<file path="src/hw/fmc_consts.svh">
// register offsets, field positions, reset values and timing counts
`ifndef FMC_CONSTS_SVH
`define FMC_CONSTS_SVH
`define FMC_OFF_DUTY0 8'h30
`define FMC_OFF_DUTY1 8'h31
`define FMC_OFF_DUTY2 8'h32
`define FMC_OFF_MODE 8'h33
`define FMC_OFF_SPIN 8'h34
`define FMC_OFF_DEVICE_IDENTIFIER 8'h3d
`define FMC_OFF_VENDOR_ID 8'h3e
`define FMC_OFF_VERSION 8'h3f
`define FMC_OFF_RUN_CTRL 8'h40
`define FMC_RUN_CTRL_RESET 8'h04
`define FMC_BIT_START 0
`define FMC_BIT_LOCK 1
`define FMC_BIT_READY 2
`define FMC_BIT_FORCE 3
`define FMC_DUTY_ZERO 8'h00
`define FMC_DUTY_FULL 8'hff
`define FMC_CLK_HZ 100000000
`define FMC_PWM_HZ 25000
`define FMC_PWM_DIV ((`FMC_CLK_HZ + (`FMC_PWM_HZ * 256) - 1) / (`FMC_PWM_HZ * 256))
`endif

</file>
<file path="src/hw/fmc_pkg.sv">
// types shared by the fan monitor control block
package fmc_pkg;
   typedef logic [7:0] fmc_duty_t;
   typedef enum logic {FMC_ST_DEFAULT, FMC_ST_RUN} fmc_run_e;
endpackage

</file>
<file path="src/hw/fmc_fan_control.sv">
// fan monitor control registers and three pwm channels on wishbone
//
// Notes on behaviour
// - manual mode, start set, lock and force clear: duty writes drive the pwm outputs.
// - lock set makes duty registers read-only.
// - duty is linear eight bits, 00h none, ffh 255 of 256 clocks high.
// - during fan spin-up the readback reports zero duty.
// - readback equals the duty driven on the pin, except during spin-up.
// - write holding register apart from readback copy taken at period start.
// - written duty appears on readback within one pwm period.
// - device and vendor identifier registers at 3dh and 3eh, read-only.
// - silicon version register at 3fh, read-only, writes ignored.
// - control register at 40h resets to 04h; start, lock, ready, force.
// - start enables control from programmed registers.
// - start clear uses defaults; programmed contents are kept.
// - start clear drives full duty, 255 high and 1 low.
// - lock set freezes parameters and itself until reset or main power good rises.
// - lock set also freezes the start bit.
// - main power good clears the lock bit.
// - force full duty drives every pwm to full, lock or not.
// - duty written outside manual or start clear is kept; readback ffh.
`timescale 1ns/1ps
`default_nettype none
`include "fmc_consts.svh"
module fmc_fan_control
   import fmc_pkg::*;
#(
   parameter logic [7:0] DEVICE_IDENTIFIER = 8'h11, // arbitrary value
   parameter logic [7:0] VENDOR_ID = 8'h22, // arbitrary value
   parameter logic [7:0] VERSION_ID = 8'h03, // arbitrary value
   parameter int PWM_DIV = `FMC_PWM_DIV
) (
   // clock and reset
   input wire logic clk_i,
   input wire logic rst_i,
   // wishbone slave
   input wire logic cyc_i,
   input wire logic stb_i,
   input wire logic we_i,
   input wire logic [7:0] adr_i,
   input wire logic [3:0] sel_i,
   input wire logic [31:0] dat_i,
   output logic [31:0] dat_o,
   output logic ack_o,
   // pins
   input wire logic main_power_good_i,
   output logic [2:0] pwm_o
);
   localparam int DIV_W = (PWM_DIV > 1) ? $clog2(PWM_DIV) : 1;

   logic pg_meta_reg;
   logic pg_sync_reg;
   logic pg_prev_reg;
   logic [DIV_W-1:0] div_reg;
   logic tick;
   logic [7:0] phase_reg;
   logic start_reg;
   logic lock_reg;
   logic force_reg;
   logic [2:0] manual_reg;
   logic [2:0] spin_reg;
   fmc_duty_t hold_reg [3];
   fmc_duty_t req_duty [3];
   fmc_duty_t readback_reg [3];
   logic wr;
   logic rd_hit;
   logic [7:0] wbyte;
   fmc_duty_t rd_data;
   fmc_run_e run_state;

   // write lands on the edge where the master sees ack
   assign wr = cyc_i && stb_i && we_i && ack_o && sel_i[0];
   assign wbyte = dat_i[7:0];
   assign run_state = start_reg ? FMC_ST_RUN : FMC_ST_DEFAULT;

   // maps an address to a duty channel index, 3 when not a duty address
   function automatic logic [1:0] duty_index(input logic [7:0] a);
      if (a == `FMC_OFF_DUTY0) begin
         return 2'd0;
      end else if (a == `FMC_OFF_DUTY1) begin
         return 2'd1;
      end else if (a == `FMC_OFF_DUTY2) begin
         return 2'd2;
      end else begin
         return 2'd3;
      end
   endfunction

   // power good pin synchroniser and edge
   always_ff @(posedge clk_i) begin
      if (rst_i) begin
         pg_meta_reg <= 1'b0;
         pg_sync_reg <= 1'b0;
         pg_prev_reg <= 1'b0;
      end else begin
         pg_meta_reg <= main_power_good_i;
         pg_sync_reg <= pg_meta_reg;
         pg_prev_reg <= pg_sync_reg;
      end
   end

   // pwm clock enable divider
   always_ff @(posedge clk_i) begin
      if (rst_i) begin
         div_reg <= '0;
      end else if (div_reg == DIV_W'(PWM_DIV - 1)) begin
         div_reg <= '0;
      end else begin
         div_reg <= div_reg + 1'b1;
      end
   end
   assign tick = (div_reg == DIV_W'(PWM_DIV - 1));

   // shared pwm phase, 256 pwm clocks a period
   always_ff @(posedge clk_i) begin
      if (rst_i) begin
         phase_reg <= 8'h00;
      end else if (tick) begin
         phase_reg <= phase_reg + 8'h01;
      end
   end

   // start bit
   always_ff @(posedge clk_i) begin
      if (rst_i) begin
         start_reg <= 1'b0;
      end else if (wr && adr_i == `FMC_OFF_RUN_CTRL && !lock_reg) begin
         start_reg <= wbyte[`FMC_BIT_START];
      end
   end

   // lock bit, only reset or power good clears it
   always_ff @(posedge clk_i) begin
      if (rst_i) begin
         lock_reg <= 1'b0;
      end else if (pg_sync_reg && !pg_prev_reg) begin
         lock_reg <= 1'b0;
      end else if (wr && adr_i == `FMC_OFF_RUN_CTRL && wbyte[`FMC_BIT_LOCK]) begin
         lock_reg <= 1'b1;
      end
   end

   // force full duty bit, writable even when locked
   always_ff @(posedge clk_i) begin
      if (rst_i) begin
         force_reg <= 1'b0;
      end else if (wr && adr_i == `FMC_OFF_RUN_CTRL) begin
         force_reg <= wbyte[`FMC_BIT_FORCE];
      end
   end

   // manual mode and spin-up flags, parameters frozen by lock
   always_ff @(posedge clk_i) begin
      if (rst_i) begin
         manual_reg <= 3'b000;
         spin_reg <= 3'b000;
      end else if (wr && !lock_reg) begin
         if (adr_i == `FMC_OFF_MODE) begin
            manual_reg <= wbyte[2:0];
         end else if (adr_i == `FMC_OFF_SPIN) begin
            spin_reg <= wbyte[2:0];
         end
      end
   end

   genvar g;
   generate
      for (g = 0; g < 3; g++) begin : g_ch
         // write-only holding register
         always_ff @(posedge clk_i) begin
            if (rst_i) begin
               hold_reg[g] <= `FMC_DUTY_FULL;
            end else if (wr && !lock_reg && duty_index(adr_i) == 2'(g)) begin
               hold_reg[g] <= wbyte;
            end
         end

         // duty request: defaults unless started in manual mode with force clear
         always_comb begin
            if (force_reg || run_state == FMC_ST_DEFAULT || !manual_reg[g]) begin
               req_duty[g] = `FMC_DUTY_FULL;
            end else begin
               req_duty[g] = hold_reg[g];
            end
         end

         fmc_pwm_channel u_ch (
            .clk_i(clk_i),
            .rst_i(rst_i),
            .tick_i(tick),
            .phase_i(phase_reg),
            .duty_i(req_duty[g]),
            .pwm_o(pwm_o[g]),
            .active_o()
         );

         // read-only copy, updated at period start
         always_ff @(posedge clk_i) begin
            if (rst_i) begin
               readback_reg[g] <= `FMC_DUTY_FULL;
            end else if (tick && phase_reg == 8'h00) begin
               readback_reg[g] <= spin_reg[g] ? `FMC_DUTY_ZERO : req_duty[g];
            end
         end
      end
   endgenerate

   // read mux
   always_comb begin
      rd_hit = 1'b1;
      rd_data = 8'h00;
      if (duty_index(adr_i) != 2'd3) begin
         rd_data = readback_reg[duty_index(adr_i)];
      end else if (adr_i == `FMC_OFF_MODE) begin
         rd_data = {5'h00, manual_reg};
      end else if (adr_i == `FMC_OFF_SPIN) begin
         rd_data = {5'h00, spin_reg};
      end else if (adr_i == `FMC_OFF_DEVICE_IDENTIFIER) begin
         rd_data = DEVICE_IDENTIFIER;
      end else if (adr_i == `FMC_OFF_VENDOR_ID) begin
         rd_data = VENDOR_ID;
      end else if (adr_i == `FMC_OFF_VERSION) begin
         rd_data = VERSION_ID;
      end else if (adr_i == `FMC_OFF_RUN_CTRL) begin
         rd_data = {4'h0, force_reg, 1'b1, lock_reg, start_reg};
      end else begin
         rd_hit = 1'b0;
      end
   end

   // wishbone answer, one cycle after request
   always_ff @(posedge clk_i) begin
      if (rst_i) begin
         ack_o <= 1'b0;
         dat_o <= 32'h0000_0000;
      end else begin
         ack_o <= cyc_i && stb_i && !ack_o;
         dat_o <= (rd_hit && !we_i) ? {24'h000000, rd_data} : 32'h0000_0000;
      end
   end
endmodule
`default_nettype wire

</file>
<file path="src/hw/fmc_pwm_channel.sv">
// one pwm channel: active duty latch and output pin
`timescale 1ns/1ps
`default_nettype none
module fmc_pwm_channel
   import fmc_pkg::*;
(
   // clock and reset
   input wire logic clk_i,
   input wire logic rst_i,
   // timing
   input wire logic tick_i,
   input wire logic [7:0] phase_i,
   // duty request
   input wire fmc_duty_t duty_i,
   // outputs
   output logic pwm_o,
   output fmc_duty_t active_o
);
   fmc_duty_t active_reg;

   // duty latched only at period start
   always_ff @(posedge clk_i) begin
      if (rst_i) begin
         active_reg <= 8'hff;
      end else if (tick_i && phase_i == 8'h00) begin
         active_reg <= duty_i;
      end
   end

   // high while phase below duty; ff gives 255 high, 1 low
   always_ff @(posedge clk_i) begin
      if (rst_i) begin
         pwm_o <= 1'b0;
      end else if (tick_i) begin
         pwm_o <= (phase_i < ((phase_i == 8'h00) ? duty_i : active_reg));
      end
   end

   assign active_o = active_reg;
endmodule
`default_nettype wire

</file>
<file path="config.mk">
export PLATFORM = sky130hd
export DESIGN_NAME = fmc_fan_control
export DESIGN_NICKNAME = d
export VERILOG_FILES = /design/src/hw/fmc_pkg.sv /design/src/hw/fmc_fan_control.sv /design/src/hw/fmc_pwm_channel.sv
export VERILOG_INCLUDE_DIRS = /design/src /design/src/hw
export SDC_FILE = /design/constraint.sdc
export NUM_CORES = 1
export LEC_CHECK = 0
export BUFFER_PORTS_ARGS = -buffer_cell sky130_fd_sc_hd__buf_2
export CORE_UTILIZATION = 57
export CTS_CLUSTER_SIZE = 12
export DETAILED_ROUTE_END_ITERATION = 10
export HOLD_SLACK_MARGIN = 0.03
export PLACE_DENSITY = 0.77
export RECOVER_POWER = 100
export SYNTH_ARGS = -nofsm -noshare
export SYNTH_HDL_FRONTEND = slang
export SYNTH_SLANG_ARGS = --single-unit
</file>
<file path="constraint.sdc">
create_clock -name clk_i -period 2.79 [get_ports clk_i]
set_input_delay 0.558 -clock clk_i [delete_from_list [all_inputs] [get_ports clk_i]]
set_output_delay 0.558 -clock clk_i [all_outputs]
set_load 0.01 [all_outputs]
</file>
==> results by group <==
Synthesis
  – Post-Synthesis Cells: around 540
  – Synth area leader: edfxtp_1
  – Netlist cell types: 60
  – Multiplexer share of the synthesized area: 2.66%
  – Synth Cell Area: approximately 5500 um^2
  – Synth Area in Compound Gates: 16.4%
  – Async S/R FF share, synth: 0%
  – Yosys warns: 0
  – Synth top area share: 26.4%
  – Xor/xnor share of the synthesized area: about 1.3%
  – FF+latch count, synth: between 100 and 150
  – Ys flop type: dfxtp_1
  – Number of enable flip-flop cells after synthesis: 48
  – Post-Synth Simple-Gate Area: 19.2%
  – Share of the yosys chip area belonging to registers: between 40% and 50%
  – Adder-Cell Fraction of Synth Area: roughly 5.5%
  – List of most frequent post-synthesis cells: 67 x nor2_1, 60 x dfxtp_1, 48 x edfxtp_1, 40 x a21oi_1, 33 x o21ai_0
  – Ranking of synthesized cells by area: edfxtp_1 26%, dfxtp_1 22%, ha_1 5.5%
  – Main combinational cell family by area after synthesis: simple AND/OR/NAND/NOR gates
  – Syn Area/Cell: 10.2 um^2
  – Most frequent cell after synthesis: nor2_1

STA
  – Actual slew at the worst max-slew pin: 1.31 ns
  – Fin. max-slew vios: 0
  – Setup ws final: 0.196 ns
  – Slew headroom: a little under an eighth
  – Period utilisation layout: 93.0%
  – Max Clock Freq: 385 MHz
  – Setup-failing EPs final: 0
  – Setup tns final: 0 ns
  – Worst hold slack: 0.398 ns
  – Final hold violation count: 0
  – Unrepaired setup endpoints after global routing: no
  – Worst Skew: approximately 0.015 ns
  – Final period demand of the worst path: 2.59 ns

Routing
  – DRT Pass-1 Iters: 4
  – Final WL: 11600 um
  – # DRC: 0
  – Routed Antenna Nets: 0
  – Vias: 4010
  – Routed len/inst: approximately 17 um
  – Vias per cell: 5.73
  – DRT iter0 DRCs: 294

Clock network
  – Sink Count: 108
  – Post-CTS Setup Repair Bufs: 0
  – Total CTS buffers: 9
  – CTS root buf: clkbuf_8
  – Clk_lat worst skew: 0.37 ns
  – Htree depth: 3
  – # hold bufs at CTS: 0
  – CTS clk-pin slew, worst paths: 0.11 ns
  – Clk buf depth: 2
  – CTS resizes: 0
  – TritonCTS clock tree: done

Die
  – Starting Density: between 50% and 60%
  – IO Pins: 86
  – Total die area: 9980 um^2
  – Die H: 99.9 um
  – Row count: 35
  – DIE WIDTH: about 100 um
  – Core area: 9240 um^2

Power
  – Sw Share: 23.4%
  – Clock group share of total power: 32.8%
  – Internal power: 2.06 mW
  – PwrDens: 465 nW/um^2
  – Pleak: 2.06 nW
  – Worst IR Drop VDD: ~0.28 mV
  – Gate power share: 5.4%
  – Pwr Total: 2.68 mW
  – P_sw: 0.626 mW
  – Sequential share of power: 61.8%

Worst setup path
  – FF-to-FF path depth: 7
  – Crit path kind: reg2reg
  – Worst-path fanout max: 43
  – Critical path arrival: 2.64 ns
  – R2R Path End: readback_reg[2][7]
  – CP Launch Type: flop
  – Reg2reg start: phase_reg[1]
  – Crit. End Element: flop
  – CP required: 2.84 ns
  – R2R Setup Slk: 0.20 ns
  – Critical path startpoint: phase_reg[1]
  – Crit path to: readback_reg[2][7]

Global route
  – Vias in the first global route: about 3700
  – GRT overflow: 0
  – First-pass GRT wire length: 18600 um
  – GRT Total Usage: 24.5%
  – Largest net degree at the start of global routing: 44
  – Antenna violations before repair: 0

Run
  – Max Cap Viol: 0

Placement
  – Buffers on Ports: 34
  – Dpl cells: roughly 680
  – Gpl congestion: 0.825
  – Place WS: 0.263 ns
  – Detailed Place HPWL: 8500 um

Run status
  – Status: complete, no violations

Final layout
  – Ratio of cells with drive above 1 in the final layout: 11.0%
  – Antenna diodes: 0
  – P&R area growth vs syn: 5.57%
  – Fin nets: 640
  – Non-Filler Instances: 700
  – Layout fillers: roughly 800

Hold path
  – Hold Path Class: in2reg
## placed cells by master, fill, tap and decap left out, drive strengths merged, types with 13 or more instances in the layout
cell type / netlist / layout
conb: 1 / 24
nand3: 18 / 18
buf: 42 / 30
nand2b: 33 / 33
a2bb2oi: 21 / 21
dfxtp: 60 / 60
a21oi: 40 / 40
o21ai: 34 / 34
clkbuf: 10 / 31
nand2: 15 / 15
nor2: 69 / 69
ha: 24 / 24
edfxtp: 48 / 48
nor3: 13 / 13
## final cells by class
cell class	count	area, um^2	share of cell area (%)
flip-flops and latches	108	2650	45.9
multi-input cells	391	2500	43.4
repair buffers	49	264	4.58
well taps	129	161	2.80
clock buffers	12	145	2.52
inverters	7	26.3	0.456
clock inverters	4	23.8	0.412
## power groups by stage
stage | sequential, mW | combinational [mW] | clock [mW]
floorplan | 1.69 | 0.126 | 0
global placement | 1.69 | 0.146 | 0
detailed placement | 1.69 | 0.149 | 0
CTS | 1.66 | 0.149 | 0.881
global route | 1.66 | 0.160 | 0.941
finish | 1.66 | 0.145 | 0.880
## worst min-delay path by stage
stage / start / endpoint / slack (ns) / depth (start not counted)
2_1_floorplan: pg_meta_reg / pg_sync_reg / 0.41 / 1
3_3_place_gp: ack_o / ack_o / 0.41 / 1
3_5_place_dp: pg_meta_reg / pg_sync_reg / 0.42 / 1
4_1_cts: main_power_good_i / pg_meta_reg / 0.39 / 2
5_1_grt: main_power_good_i / pg_meta_reg / 0.41 / 2
6_report: main_power_good_i / pg_meta_reg / 0.40 / 2
## routing by layer
metal | vias to the layer above | wire length [um] | GRT usage, %
li1 | 1955 | - | -
met1 | 1896 | 5180 | 33.3
met2 | 142 | 5470 | 39.7
met3 | 17 | 738 | 4.32
met4 | 0 | 228 | 8.14
met5 | - | 0 | 0
## stage by stage
stage / cell area, um^2 / utilization [%]
after floorplan: 5550 / -
after global placement: 5690 / 61.5
after detailed placement: 5690 / 61.5
after CTS: 5860 / 63.4
after global routing: 5770 / 62.4
final: 5770 / 62.4
## critical path, cell delays in order, from the launching register on
cell and delay, ns:
dfxtp_2 0.38, inv_1 0.09, ha_1 0.16, nor4b_4 0.32, nand2_2 0.08, buf_6 0.21, nor2_2 0.76, o21ai_0 0.26
## cell families after synthesis
logic type	Yosys count
fa+ha+maj	24
simple gates	187
other cells	1
flops	108
mux	12
buf+inv	59
compound gates	136
xor+xnor	8
No activity file was read; power rests on OpenSTA's default activity.
